[src/core/ddr3_mode_pkg.sv]
package ddr3_mode_pkg;

  // Bank address values that select each mode register on an MRS command.
  localparam logic [2:0] MR0_SEL = 3'h0;
  localparam logic [2:0] MR1_SEL = 3'h1;
  localparam logic [2:0] MR2_SEL = 3'h2;

  // Width of the mode register operand carried on the address lines.
  localparam int MR_W = 17;

  // Mode register 0 field positions.
  localparam int MR0_CL_LO    = 4;
  localparam int MR0_DLL_RST  = 8;

  // Mode register 1 field positions.
  localparam int MR1_DLL_DIS  = 0;
  localparam int MR1_DRV_LO   = 1;
  localparam int MR1_RTT_B2   = 2;
  localparam int MR1_AL_LO    = 3;
  localparam int MR1_DRV_HI   = 5;
  localparam int MR1_RTT_B6   = 6;
  localparam int MR1_WLEVEL   = 7;
  localparam int MR1_RTT_B9   = 9;
  localparam int MR1_TDQS     = 11;
  localparam int MR1_QOFF     = 12;

  // Mode register 2 field positions.
  localparam int MR2_CWL_LO   = 3;
  localparam int MR2_RTTWR_LO = 9;

  // Values after reset: CL 5, CWL 5, DLL enabled, all options off.
  localparam logic [MR_W-1:0] MR0_RESET = 17'h00010;
  localparam logic [MR_W-1:0] MR1_RESET = 17'h00000;
  localparam logic [MR_W-1:0] MR2_RESET = 17'h00000;

  // Latency decoding: CL code 1..6 maps to 5..10, CWL code 0..3 maps to 5..8.
  localparam logic [2:0] CL_CODE_MIN  = 3'h1;
  localparam logic [2:0] CL_CODE_MAX  = 3'h6;
  localparam logic [3:0] CL_OFFSET    = 4'h4;
  localparam logic [3:0] CWL_OFFSET   = 4'h5;
  localparam logic [3:0] DLL_OFF_LAT  = 4'h6;

  // Additive latency encodings.
  localparam logic [1:0] AL_ZERO      = 2'h0;
  localparam logic [1:0] AL_CL_M1     = 2'h1;
  localparam logic [1:0] AL_CL_M2     = 2'h2;

  // Nominal termination codes {b9,b6,b2} and the RZQ divisor they give.
  localparam logic [2:0] RTT_OFF      = 3'h0;
  localparam logic [2:0] RTT_DIV4     = 3'h1;
  localparam logic [2:0] RTT_DIV2     = 3'h2;
  localparam logic [2:0] RTT_DIV6     = 3'h3;
  localparam logic [2:0] RTT_DIV12    = 3'h4;
  localparam logic [2:0] RTT_DIV8     = 3'h5;

  // DLL lock time in clock cycles after any DLL reset.
  localparam int          DLL_LOCK_CYCLES = 512;
  localparam logic [9:0]  DLL_LOCK_CNT    = 10'(DLL_LOCK_CYCLES);

  // Depth of a latency delay line; the longest delay is CL 10 or AL 9.
  localparam int DLY_DEPTH = 16;

  // Self refresh tracking states.
  typedef enum logic {SR_IDLE, SR_ACTIVE} sr_state_t;

endpackage

[src/core/lat_pipe_if.sv]
`timescale 1ns/10ps
// Carries one command pulse into a delay line and the delayed pulse back.
interface lat_pipe_if;
  logic       pulse_in;  // Command strobe entering the line.
  logic [3:0] dly;       // Delay in clock cycles, zero passes straight through.
  logic       pulse_out; // Strobe after the programmed delay.
  modport owner (output pulse_in, output dly, input pulse_out);
  modport line  (input pulse_in, input dly, output pulse_out);
endinterface

[src/core/lat_pipe.sv]
`timescale 1ns/10ps
// Variable delay line for command strobes; several commands may be in flight.
module lat_pipe (
  // Clock, reset and enable.
  input  wire logic clk_sys_i,
  input  wire logic rst_i,
  input  wire logic ce_i,
  // Strobe and delay from the owner.
  lat_pipe_if.line  lp
);

  // One bit per cycle of delay so back to back commands never collide.
  logic [ddr3_mode_pkg::DLY_DEPTH-1:0] shreg;

  // Shift the strobe along each enabled clock.
  always_ff @(posedge clk_sys_i) begin
    if (rst_i) begin
      shreg <= '0;
    end else if (ce_i) begin
      shreg <= {shreg[ddr3_mode_pkg::DLY_DEPTH-2:0], lp.pulse_in};
    end
  end

  // A delay of zero bypasses the flops; otherwise tap the matching stage.
  assign lp.pulse_out = (lp.dly == 4'h0) ? lp.pulse_in : shreg[lp.dly - 4'h1];

endmodule

[src/core/ddr3_mode_latency_config.sv]
`timescale 1ns/10ps
module ddr3_mode_latency_config (
  // Clock, reset and clock enable.
  input  wire logic       clk_sys_i,
  input  wire logic       rst_i,
  input  wire logic       ce_i,
  // Mode register set command from the controller side.
  input  wire logic       mrs_i,
  input  wire logic [2:0] mrs_bank_i,
  input  wire logic [16:0] mrs_addr_i,
  // Column commands and self refresh control from the command decoder.
  input  wire logic       rd_cmd_i,
  input  wire logic       wr_cmd_i,
  input  wire logic       sr_enter_i,
  input  wire logic       sr_exit_i,
  input  wire logic       wr_burst_i,
  // Pins from outside the clock domain.
  input  wire logic       odt_pin_i,
  input  wire logic       org_x8_i,
  // Latency results.
  output logic [3:0]      cas_lat_o,
  output logic [3:0]      cas_wr_lat_o,
  output logic [3:0]      add_lat_o,
  output logic [4:0]      rd_lat_o,
  output logic [4:0]      wr_lat_o,
  output logic            cl_invalid_o,
  output logic            dll_lat_err_o,
  // Internal command strobes.
  output logic            rd_release_o,
  output logic            wr_release_o,
  output logic            rd_data_start_o,
  // DLL status.
  output logic            dll_on_o,
  output logic            dll_reset_o,
  output logic            dll_locking_o,
  // Output buffer and termination controls.
  output logic [1:0]      drive_sel_o,
  output logic            dq_drive_en_o,
  output logic            tdqs_en_o,
  output logic            dm_en_o,
  output logic [3:0]      rtt_div_o,
  output logic            rtt_on_o,
  output logic            rtt_use_wr_o,
  output logic            tdqs_term_o,
  output logic            wlevel_o
);

  // Stored mode registers; MR0 bit 8 is never stored since it self-clears.
  logic [16:0] mr0;
  logic [16:0] mr1;
  logic [16:0] mr2;
  // Two-flop synchronisers for the asynchronous pins.
  logic        odt_meta;
  logic        odt_sync;
  logic        x8_meta;
  logic        x8_sync;
  // Self refresh tracking and remembered DLL state at entry.
  ddr3_mode_pkg::sr_state_t sr_state;
  logic        dll_was_on;
  logic        sr_exit_reset;
  // DLL lock counter.
  logic [9:0]  lock_cnt;
  // Decoded values.
  logic [2:0]  cl_code;
  logic [3:0]  cl_val;
  logic [3:0]  al_val;
  logic [2:0]  rtt_code;
  logic [3:0]  next_rtt_div;
  logic        dll_reset_req;

  // Delay lines: additive latency for reads and writes, then CAS latency.
  lat_pipe_if al_rd ();
  lat_pipe_if al_wr ();
  lat_pipe_if cl_rd ();

  // Mode register writes: only reset or an MRS command changes them.
  always_ff @(posedge clk_sys_i) begin
    if (rst_i) begin
      mr0 <= ddr3_mode_pkg::MR0_RESET;
      mr1 <= ddr3_mode_pkg::MR1_RESET;
      mr2 <= ddr3_mode_pkg::MR2_RESET;
    end else if (ce_i && mrs_i) begin
      // Loading is legal only with banks idle; the controller keeps that.
      if (mrs_bank_i == ddr3_mode_pkg::MR0_SEL) begin
        // The DLL reset bit is a command, so it reads back as zero.
        mr0 <= mrs_addr_i & ~(17'h00001 << ddr3_mode_pkg::MR0_DLL_RST);
      end else if (mrs_bank_i == ddr3_mode_pkg::MR1_SEL) begin
        // Reserved bits are stored as given; the controller writes zero.
        mr1 <= mrs_addr_i;
      end else if (mrs_bank_i == ddr3_mode_pkg::MR2_SEL) begin
        mr2 <= mrs_addr_i;
      end
    end
  end

  // Synchronise the ODT pin and the organisation strap before any use.
  always_ff @(posedge clk_sys_i) begin
    if (rst_i) begin
      odt_meta <= 1'b0;
      odt_sync <= 1'b0;
      x8_meta  <= 1'b0;
      x8_sync  <= 1'b0;
    end else if (ce_i) begin
      odt_meta <= odt_pin_i;
      odt_sync <= odt_meta;
      x8_meta  <= org_x8_i;
      x8_sync  <= x8_meta;
    end
  end

  // CAS latency decode; reserved codes fall back to 5 and raise a flag.
  assign cl_code = mr0[ddr3_mode_pkg::MR0_CL_LO +: 3];
  always_comb begin
    if (cl_code >= ddr3_mode_pkg::CL_CODE_MIN && cl_code <= ddr3_mode_pkg::CL_CODE_MAX) begin
      cl_val = {1'b0, cl_code} + ddr3_mode_pkg::CL_OFFSET;
    end else begin
      cl_val = ddr3_mode_pkg::CL_OFFSET + 4'h1;
    end
  end

  // Additive latency decode; the reserved code is treated as zero.
  always_comb begin
    case (mr1[ddr3_mode_pkg::MR1_AL_LO +: 2])
      ddr3_mode_pkg::AL_CL_M1: al_val = cl_val - 4'h1;
      ddr3_mode_pkg::AL_CL_M2: al_val = cl_val - 4'h2;
      default:                 al_val = 4'h0;
    endcase
  end

  // Latency outputs come from flops so they are stable for the core.
  always_ff @(posedge clk_sys_i) begin
    if (rst_i) begin
      cas_lat_o     <= ddr3_mode_pkg::CL_OFFSET + 4'h1;
      cas_wr_lat_o  <= ddr3_mode_pkg::CWL_OFFSET;
      add_lat_o     <= 4'h0;
      rd_lat_o      <= 5'h05;
      wr_lat_o      <= 5'h05;
      cl_invalid_o  <= 1'b0;
      dll_lat_err_o <= 1'b0;
    end else if (ce_i) begin
      cas_lat_o    <= cl_val;
      // Write CAS latency is a whole clock count from MR2.
      cas_wr_lat_o <= {1'b0, mr2[ddr3_mode_pkg::MR2_CWL_LO +: 3]} + ddr3_mode_pkg::CWL_OFFSET;
      add_lat_o    <= al_val;
      // Read and write latency sums.
      rd_lat_o     <= {1'b0, al_val} + {1'b0, cl_val};
      wr_lat_o     <= {1'b0, al_val} + {1'b0, mr2[ddr3_mode_pkg::MR2_CWL_LO +: 3]}
                      + {1'b0, ddr3_mode_pkg::CWL_OFFSET};
      cl_invalid_o <= (cl_code < ddr3_mode_pkg::CL_CODE_MIN)
                      || (cl_code > ddr3_mode_pkg::CL_CODE_MAX);
      // With the DLL off only six clocks is a legal CL or CWL.
      dll_lat_err_o <= !dll_on_o && ((cl_val != ddr3_mode_pkg::DLL_OFF_LAT)
                      || (mr2[ddr3_mode_pkg::MR2_CWL_LO +: 3] != 3'h1));
    end
  end

  // Commands wait AL cycles, then reads wait CL more for first data.
  assign al_rd.pulse_in = rd_cmd_i && ce_i;
  assign al_rd.dly      = add_lat_o;
  assign al_wr.pulse_in = wr_cmd_i && ce_i;
  assign al_wr.dly      = add_lat_o;
  assign cl_rd.pulse_in = al_rd.pulse_out && ce_i;
  assign cl_rd.dly      = cas_lat_o;

  lat_pipe u_al_rd (.clk_sys_i(clk_sys_i), .rst_i(rst_i), .ce_i(ce_i), .lp(al_rd.line));
  lat_pipe u_al_wr (.clk_sys_i(clk_sys_i), .rst_i(rst_i), .ce_i(ce_i), .lp(al_wr.line));
  lat_pipe u_cl_rd (.clk_sys_i(clk_sys_i), .rst_i(rst_i), .ce_i(ce_i), .lp(cl_rd.line));

  // Strobes are handshake outputs and may be combinational.
  assign rd_release_o    = al_rd.pulse_out;
  assign wr_release_o    = al_wr.pulse_out;
  assign rd_data_start_o = cl_rd.pulse_out;

  // Self refresh tracking; the DLL state at entry decides the exit action.
  always_ff @(posedge clk_sys_i) begin
    if (rst_i) begin
      sr_state      <= ddr3_mode_pkg::SR_IDLE;
      dll_was_on    <= 1'b0;
      sr_exit_reset <= 1'b0;
    end else if (ce_i) begin
      sr_exit_reset <= 1'b0;
      case (sr_state)
        ddr3_mode_pkg::SR_IDLE: begin
          if (sr_enter_i) begin
            sr_state   <= ddr3_mode_pkg::SR_ACTIVE;
            dll_was_on <= !mr1[ddr3_mode_pkg::MR1_DLL_DIS];
          end
        end
        default: begin
          if (sr_exit_i) begin
            sr_state      <= ddr3_mode_pkg::SR_IDLE;
            // Only a DLL that ran before entry is reset on exit.
            sr_exit_reset <= dll_was_on;
          end
        end
      endcase
    end
  end

  // The DLL runs while MR1 enables it and the device is out of self refresh.
  assign dll_on_o = !mr1[ddr3_mode_pkg::MR1_DLL_DIS]
                    && (sr_state == ddr3_mode_pkg::SR_IDLE);

  // A DLL reset comes from an MR0 write with bit 8 set or a self refresh exit when the DLL ran at entry.
  assign dll_reset_req = (mrs_i && mrs_bank_i == ddr3_mode_pkg::MR0_SEL
                          && mrs_addr_i[ddr3_mode_pkg::MR0_DLL_RST])
                         || sr_exit_reset;

  // DLL reset pulse and lock counter; reads before lock give bad timing.
  always_ff @(posedge clk_sys_i) begin
    if (rst_i) begin
      dll_reset_o <= 1'b0;
      lock_cnt    <= 10'h000;
    end else if (ce_i) begin
      dll_reset_o <= dll_reset_req;
      if (dll_reset_req) begin
        lock_cnt <= ddr3_mode_pkg::DLL_LOCK_CNT;
      end else if (lock_cnt != 10'h000) begin
        lock_cnt <= lock_cnt - 10'h001;
      end
    end
  end
  assign dll_locking_o = (lock_cnt != 10'h000);

  // Nominal termination decode to the RZQ divisor.
  assign rtt_code = {mr1[ddr3_mode_pkg::MR1_RTT_B9], mr1[ddr3_mode_pkg::MR1_RTT_B6],
                     mr1[ddr3_mode_pkg::MR1_RTT_B2]};
  always_comb begin
    case (rtt_code)
      ddr3_mode_pkg::RTT_DIV2:  next_rtt_div = 4'h2;
      ddr3_mode_pkg::RTT_DIV4:  next_rtt_div = 4'h4;
      ddr3_mode_pkg::RTT_DIV6:  next_rtt_div = 4'h6;
      ddr3_mode_pkg::RTT_DIV8:  next_rtt_div = 4'h8;
      ddr3_mode_pkg::RTT_DIV12: next_rtt_div = 4'hC;
      default:                  next_rtt_div = 4'h0;
    endcase
    // Leveling with outputs on leaves only the write-capable values.
    if (mr1[ddr3_mode_pkg::MR1_WLEVEL] && !mr1[ddr3_mode_pkg::MR1_QOFF]
        && (next_rtt_div > 4'h6)) begin
      next_rtt_div = 4'h0;
    end
  end

  // Output buffer and termination controls, all registered.
  always_ff @(posedge clk_sys_i) begin
    if (rst_i) begin
      drive_sel_o   <= 2'h0;
      dq_drive_en_o <= 1'b1;
      tdqs_en_o     <= 1'b0;
      dm_en_o       <= 1'b1;
      rtt_div_o     <= 4'h0;
      rtt_on_o      <= 1'b0;
      rtt_use_wr_o  <= 1'b0;
      tdqs_term_o   <= 1'b0;
      wlevel_o      <= 1'b0;
    end else if (ce_i) begin
      drive_sel_o   <= {mr1[ddr3_mode_pkg::MR1_DRV_HI], mr1[ddr3_mode_pkg::MR1_DRV_LO]};
      dq_drive_en_o <= !mr1[ddr3_mode_pkg::MR1_QOFF];
      // The strap ignores a TDQS request on x4 or x16 parts.
      tdqs_en_o     <= mr1[ddr3_mode_pkg::MR1_TDQS] && x8_sync;
      dm_en_o       <= !(mr1[ddr3_mode_pkg::MR1_TDQS] && x8_sync);
      rtt_div_o     <= next_rtt_div;
      // The pin gates termination only with a nonzero value and the DLL on.
      rtt_on_o      <= odt_sync && (next_rtt_div != 4'h0) && dll_on_o;
      // During writes a nonzero write termination takes over.
      rtt_use_wr_o  <= odt_sync && wr_burst_i
                       && (mr2[ddr3_mode_pkg::MR2_RTTWR_LO +: 2] != 2'h0) && dll_on_o;
      tdqs_term_o   <= odt_sync && (next_rtt_div != 4'h0) && dll_on_o
                       && mr1[ddr3_mode_pkg::MR1_TDQS] && x8_sync;
      wlevel_o      <= mr1[ddr3_mode_pkg::MR1_WLEVEL];
    end
  end
endmodule

[config.mk]
export PLATFORM = sky130hd
export DESIGN_NAME = ddr3_mode_latency_config
export DESIGN_NICKNAME = d
export VERILOG_FILES = /design/src/core/ddr3_mode_pkg.sv /design/src/core/lat_pipe_if.sv /design/src/core/lat_pipe.sv /design/src/core/ddr3_mode_latency_config.sv
export SDC_FILE = /design/constraint.sdc
export NUM_CORES = 1
export LEC_CHECK = 0
export ABC_AREA = 1
export BUFFER_PORTS_ARGS = -buffer_cell sky130_fd_sc_hd__buf_4
export CORE_AREA = 5 5 133 135
export DETAILED_ROUTE_END_ITERATION = 16
export DIE_AREA = 0 0 138 140
export GPL_TIMING_DRIVEN = 0
export PLACE_DENSITY = 0.62
export SETUP_SLACK_MARGIN = 0.1
export SKIP_CTS_REPAIR_TIMING = 1
export SYNTH_ARGS = -nofsm -noshare
export SYNTH_HDL_FRONTEND = slang
export SYNTH_SLANG_ARGS = --single-unit
[constraint.sdc]
create_clock -name clk_sys_i -period 7.15 [get_ports clk_sys_i]
set_input_delay 0.3575 -clock clk_sys_i [delete_from_list [all_inputs] [get_ports clk_sys_i]]
set_output_delay 0.3575 -clock clk_sys_i [all_outputs]
set_load 0.02 [all_outputs]
==> results of run 1 <==
[critical path, delay by kind of cell, from the launching register on]
| family | cells | cell delay [ns] |
|---|---|---|
| adder cells (fa/ha/maj) | 5 | 1.33 |
| buffers and inverters | 6 | 0.54 |
| AND/OR/NAND/NOR | 5 | 0.51 |
| flip-flops | 1 | 0.45 |
| AO/OA/AOI/OAI | 2 | 0.20 |
| XOR/XNOR | 1 | 0.13 |
[sequential cells by signal, indices dropped and copies added, names as in the netlist, 4 cells and up]
name	cells
add_lat_o	4
cas_lat_o	4
cas_wr_lat_o	4
lock_cnt	10
mr1	11
mr2	5
rd_lat_o	5
u_al_rd.shreg	16
u_al_wr.shreg	16
u_cl_rd.shreg	16
wr_lat_o	5
[how the worst max path moves through the flow]
stage / to / slack (ns) / depth (start not counted)
global route: wr_lat_o[2] / 3.45 / 17
global placement: wr_lat_o[3] / 3.96 / 19
finish: wr_lat_o[3] / 3.88 / 19
CTS: wr_lat_o[3] / 3.88 / 19
floorplan: wr_lat_o[3] / 4.30 / 19
detailed placement: wr_lat_o[3] / 3.92 / 19
[power by group]
group          switching (uW)  leakage (uW)  internal (uW)  total, uW
clock network             300      0.000288            555        855
registers                37.4      0.000994            723        760
logic                     210       0.00177            138        348
[cell families after synthesis]
logic type                 count (synthesis)
AOI/OAI and AO/OA                        209
buffers and inverters                    112
xor gates and xnor gates                   9
and+or+nand+nor                          289
adders and majority gates                 26
DFF                                      121
other                                      1
[layer usage]
layer / vias up / wire (um) / global-route usage
li1: 2706 / - / -
met1: 2435 / 7509 / 0.2247
met2: 130 / 7336 / 0.2664
met3: 24 / 833 / 0.03783
met4: 0 / 425 / 0.07748
met5: - / 0 / 0
[synth_stat cells, types with 3 or more instances]
library cell  count  area (um2)
nor2_1          142       533.0
dfxtp_1         121        2422
o21ai_0         113       565.5
nand2_1          79       296.5
a21oi_1          73       365.4
inv_1            70       262.8
nand3_1          38       190.2
ha_1             24       300.3
clkbuf_1         22       82.58
o211ai_1         12       90.09
buf_2             8       40.04
nand4_1           8       50.05
nor3_1            8       40.04
buf_1             7       26.28
xnor2_1           6       52.55
a21oi_2           3       26.28
and3_2            3       22.52
xor2_1            3       26.28
[per-stage QoR]
step           area, um2  setup slack [ns]    util
5_1_grt             7002             3.451  0.4283
2_1_floorplan       5632             4.301       -
3_5_place_dp        6410             3.924  0.3921
3_3_place_gp        6410             3.956  0.3921
6_report            7002             3.876  0.4283
4_1_cts             7002             3.885  0.4283
[area by class of cell]
type                            count  share of cell area
Buffer                             40             0.02502
Clock buffer                       24             0.07166
Clock inverter                      7             0.01287
Inverter                           72             0.03860
Multi-Input combinational cell    534              0.3947
Sequential cell                   121              0.3460
Tap cell                          220             0.03931
Timing Repair Buffer               67             0.07184
==> impl_metrics.json, run 1 <==
{
  "synth.mux.area_fraction": 0,
  "grt_pass1_wl_um": 26480,
  "p_total_uw": 1964,
  "dp_hpwl_um": 11740,
  "tightest_slew_ns": 0.6734,
  "synthAdderAreaFrac": 0.06043,
  "cp_slowest_cell": "dfxtp_1",
  "core-area_um2": 16350,
  "synth_warnings": 0,
  "syn2layout_area_growth_pct": 24.33,
  "seq_area_frac_synth": 0.4301,
  "cp-start-kind": "flip-flop",
  "critPathMaxStageDelay_ns": 0.45,
  "drtAntennaViolNets": 0,
  "cp.required_ns": 7.46,
  "end_kind": "flip-flop",
  "synth_cells": 767,
  "grt_antenna_before_repair": 0,
  "wl_um": 16110,
  "tns_ns": 0,
  "multiInputGateArea_um2": 2764,
  "power.density_nw_per_um2": 280.5,
  "synth_edf_count": 0,
  "fmax_ghz": 0.3054,
  "vias_per_cell": 4.880,
  "die_width_um": 138,
  "die_h_um": 140,
  "timing.rr.start": "mr0[6]",
  "slew_viol_final": 0,
  "htree_levels": 4,
  "leakage_uw": 0.003051,
  "cts_buffers": 17,
  "skew_ns": 0.005326,
  "synth-simple-area-share": 0.2184,
  "setup_viol": 0,
  "initial_core_util": 0.3445,
  "place.gp.congestion": 0.8882,
  "cts.clk_slew.worst_paths_ns": 0.05,
  "ys.flop_type": "dfxtp_1",
  "grt_max_degree": 17,
  "rsz0062_at_grt": "false",
  "num_rows": 47,
  "cts_tree": "yes",
  "path_common_cell": "inv_1",
  "via_count": 5295,
  "timing.final.crit_share": 0.4579,
  "reg2reg_to": "wr_lat_o[3]",
  "layout-drive-gt1-share": 0.1422,
  "final_common_cell": "nor2_1",
  "place_inst": 1054,
  "critPathKind": "flip-flop to flip-flop",
  "ir_drop_uv": 181.6,
  "synth_compound_area_frac": 0.1973,
  "clock-sinks": 121,
  "min_period_ns": 3.274,
  "fillers": 1758,
  "regArea_um2": 2422,
  "slew_headroom": 0.5511,
  "cp_max_fo": 6,
  "avgSynthCellArea_um2": 7.342,
  "clock_latency_ns": 0.42,
  "synth_xor_area_frac": 0.01400,
  "drc": 0,
  "layout.cells.non_filler": 1085,
  "clk_path_buf_depth": 2,
  "ys_async_sr_fraction": 0,
  "yosysUniqueCellTypes": 38,
  "crit_arrival_ns": 3.59,
  "hold_start": "org_x8_i",
  "holdWs_ns": 0.1750,
  "dieArea_um2": 19320,
  "drv_cap": 0,
  "nets": 910,
  "synthesis.area_um2": 5632,
  "syn_nets": 824,
  "grtUsageTotal": 0.1702,
  "grt_pass1_vias": 5027,
  "reg2reg_depth": 19,
  "whs_path_depth": 3,
  "reg2reg_slack_ns": 3.88,
  "startpoint": "mr0[6]",
  "synth_top_family_by_area": "simple AND/OR/NAND/NOR gates",
  "io_buffers": 67,
  "first_iter_violations": 471,
  "yosys_register_bits": 121,
  "antenna_cells": 0,
  "outcome": "finished, final reports clean",
  "firstDrtPassIters": 5,
  "io_pins": 74,
  "min_to": "x8_meta",
  "cp_cell_sequence": "inv_1 > ha_1 > nand2_1 > nand2_1 > inv_1 > nand2_1 > nand3_1 > inv_1 > ha_1 > o21ai_0 > nand2_1 > inv_1 > ha_1 > ha_1 > inv_1 > fa_1 > xnor2_1 > o21ai_0 > inv_1",
  "wl_per_cell_um": 14.84,
  "hold_viol": 0,
  "grt-ovfl-total": 0,
  "hold_class": "primary input to flip-flop",
  "final_cell_mix": "142 x nor2_1, 121 x dfxtp_1, 113 x o21ai_0",
  "cts_root_buffer": "clkbuf_16"
}
(Power assumes the default switching activity.)
==> run 2: changes to the inputs <==
==> constraint.sdc (replaced) <==
create_clock -name clk_sys_i -period 3.3 [get_ports clk_sys_i]
set_input_delay 0.165 -clock clk_sys_i [delete_from_list [all_inputs] [get_ports clk_sys_i]]
set_output_delay 0.165 -clock clk_sys_i [all_outputs]
set_load 0.02 [all_outputs]
==> run 2 against run 1 <==
  * The flow now finishes with violations (hold timing)
  * Critical endpoint unchanged
  * Via count up 0.62%
  * Clock-buffer cell count unchanged
  * Largest cell class unchanged
  * Worst setup slack worse by 3.5 ns
==> impl_metrics.json, run 2 (synthesis results as in run 1) <==
{
  "outcome": "complete, but fails checks",
  "failed_checks": "hold timing",
  "slew_viol_final": 0,
  "min_period_ns": 2.955,
  "timing.final.crit_share": 0.8953,
  "drc": 0,
  "antenna_cells": 0,
  "grt-ovfl-total": 0,
  "setup_viol": 0,
  "route.met2.wl_um": 7346,
  "critPathMaxStageDelay_ns": 0.45,
  "tightest_slew_ns": 0.6784,
  "via_count": 5328,
  "rsz0062_at_grt": "true",
  "cp-start-kind": "flip-flop",
  "io_buffers": 67,
  "cts_tree": "yes",
  "drv_cap": 0,
  "grt_pass1_vias": 5027,
  "end_kind": "flip-flop",
  "final_common_cell": "nor2_1",
  "clk_path_buf_depth": 2,
  "cts.clk_slew.worst_paths_ns": 0.05,
  "highest_layer": "met4",
  "path_common_cell": "nand2_1",
  "layout-drive-gt1-share": 0.1522,
  "num_rows": 47,
  "die_width_um": 138,
  "slew_headroom": 0.5478,
  "clock-sinks": 121,
  "io_pins": 74,
  "final_cell_mix": "141 x nor2_1, 120 x dfxtp_1, 113 x o21ai_0",
  "cp_slowest_cell": "fa_1",
  "drtAntennaViolNets": 0,
  "met1_length_um": 7667,
  "ir_drop_uv": 394.6,
  "htree_levels": 4,
  "worst_slack_ns": 0.3455,
  "holdWs_ns": -0.01663,
  "cts_root_buffer": "clkbuf_16",
  "place.gp.congestion": 0.8882,
  "power.density_nw_per_um2": 605.7,
  "clock_latency_ns": 0.42,
  "place_ws_ns": 0.07414,
  "skew_ns": 0.004583,
  "hold_viol": 3,
  "final_util": 0.4304,
  "wl_um": 16220,
  "dp_hpwl_um": 11740,
  "crit_arrival_ns": 3.27,
  "firstDrtPassIters": 8,
  "cp.required_ns": 3.61,
  "grt_max_degree": 17,
  "tns_ns": 0,
  "hold_class": "primary input to flip-flop",
  "core-area_um2": 16350,
  "initial_core_util": 0.3445,
  "dieArea_um2": 19320,
  "wl_met3_um": 765,
  "wl_per_cell_um": 14.92,
  "reg_top3": "u_al_rd.shreg (16), u_al_wr.shreg (16), u_cl_rd.shreg (16)",
  "first_iter_violations": 530,
  "cts_buffers": 17,
  "cp_cell_sequence": "inv_2 > ha_1 > nand2_1 > nand2_1 > inv_1 > nand2_1 > nand3_2 > inv_2 > ha_1 > nand2_1 > nand2_1 > o21ai_0 > nand2_1 > ha_1 > fa_1 > xnor2_1 > o21ai_0 > inv_1",
  "vias_per_cell": 4.902,
  "critPathKind": "flip-flop to flip-flop",
  "syn2layout_area_growth_pct": 24.93,
  "grt_antenna_before_repair": 0,
  "leakage_uw": 0.003058,
  "cp_max_fo": 8,
  "nets": 912,
  "fmax_ghz": 0.3385,
  "grtUsageTotal": 0.1702,
  "die_h_um": 140,
  "grt_pass1_wl_um": 26480
}
[run 2: cell count changes in the layout (fill, tap and decap cells not counted), moves of 2 or more]
cell      change
buf_4         +2
inv_2         +3
buf_2         -2
clkbuf_4      +2
inv_1         -3
[run 2: report_power, final]
part           internal, uW  switching, uW  leakage [uW]
Sequential             1570           81.0      0.000995
Combinational           301            458       0.00178
Clock                  1200            653      0.000288
Total                  3070           1190       0.00306
[run 2: metal layers]
layer,GRT usage,vias to the layer above
li1,-,2711
met1,0.2247,2470
met2,0.2664,120
met3,0.03783,27
met4,0.07748,0
met5,0,-
[run 2: critical path: cells and delay by family (launching register included)]
| family | cells | cell delay (ns) |
|---|---|---|
| compound gates | 2 | 0.28 |
| simple gates | 7 | 0.60 |
| fa+ha+maj | 4 | 1.21 |
| buf+inv | 4 | 0.28 |
| flops | 1 | 0.36 |
| xor+xnor | 1 | 0.13 |
[run 2: final timing paths]
kind                   end  slack [ns]     start  cells after the start
min reg2reg  dq_drive_en_o        0.45   mr1[12]                      1
max            wr_lat_o[3]        0.35    mr0[5]                     18
max reg2reg    wr_lat_o[3]        0.35    mr0[5]                     18
min                x8_meta       -0.02  org_x8_i                      3
[run 2: final cells by class]
class                           count  area [um2]
Multi-Input combinational cell    534        2774
Fill cell                        1747        9313
Inverter                           72       270.3
Buffer                             40       180.2
Clock inverter                      7       90.09
Clock buffer                       24       501.7
Tap cell                          220       275.3
Sequential cell                   121        2426
Timing Repair Buffer               69       518.0
[run 2: through the flow]
stage / total power (uW) / std cells / instance area [um2] / hold WS [ns]
2_1_floorplan: 2204 / 767 / 5632 / 0.2954
5_1_grt: 4477 / 1087 / 7036 / 0.01123
4_1_cts: 4293 / 1085 / 7002 / -0.02694
3_3_place_gp: 2426 / 1054 / 6410 / 0.4003
3_5_place_dp: 2431 / 1054 / 6410 / 0.4038
6_report: 4262 / 1087 / 7036 / -0.01663
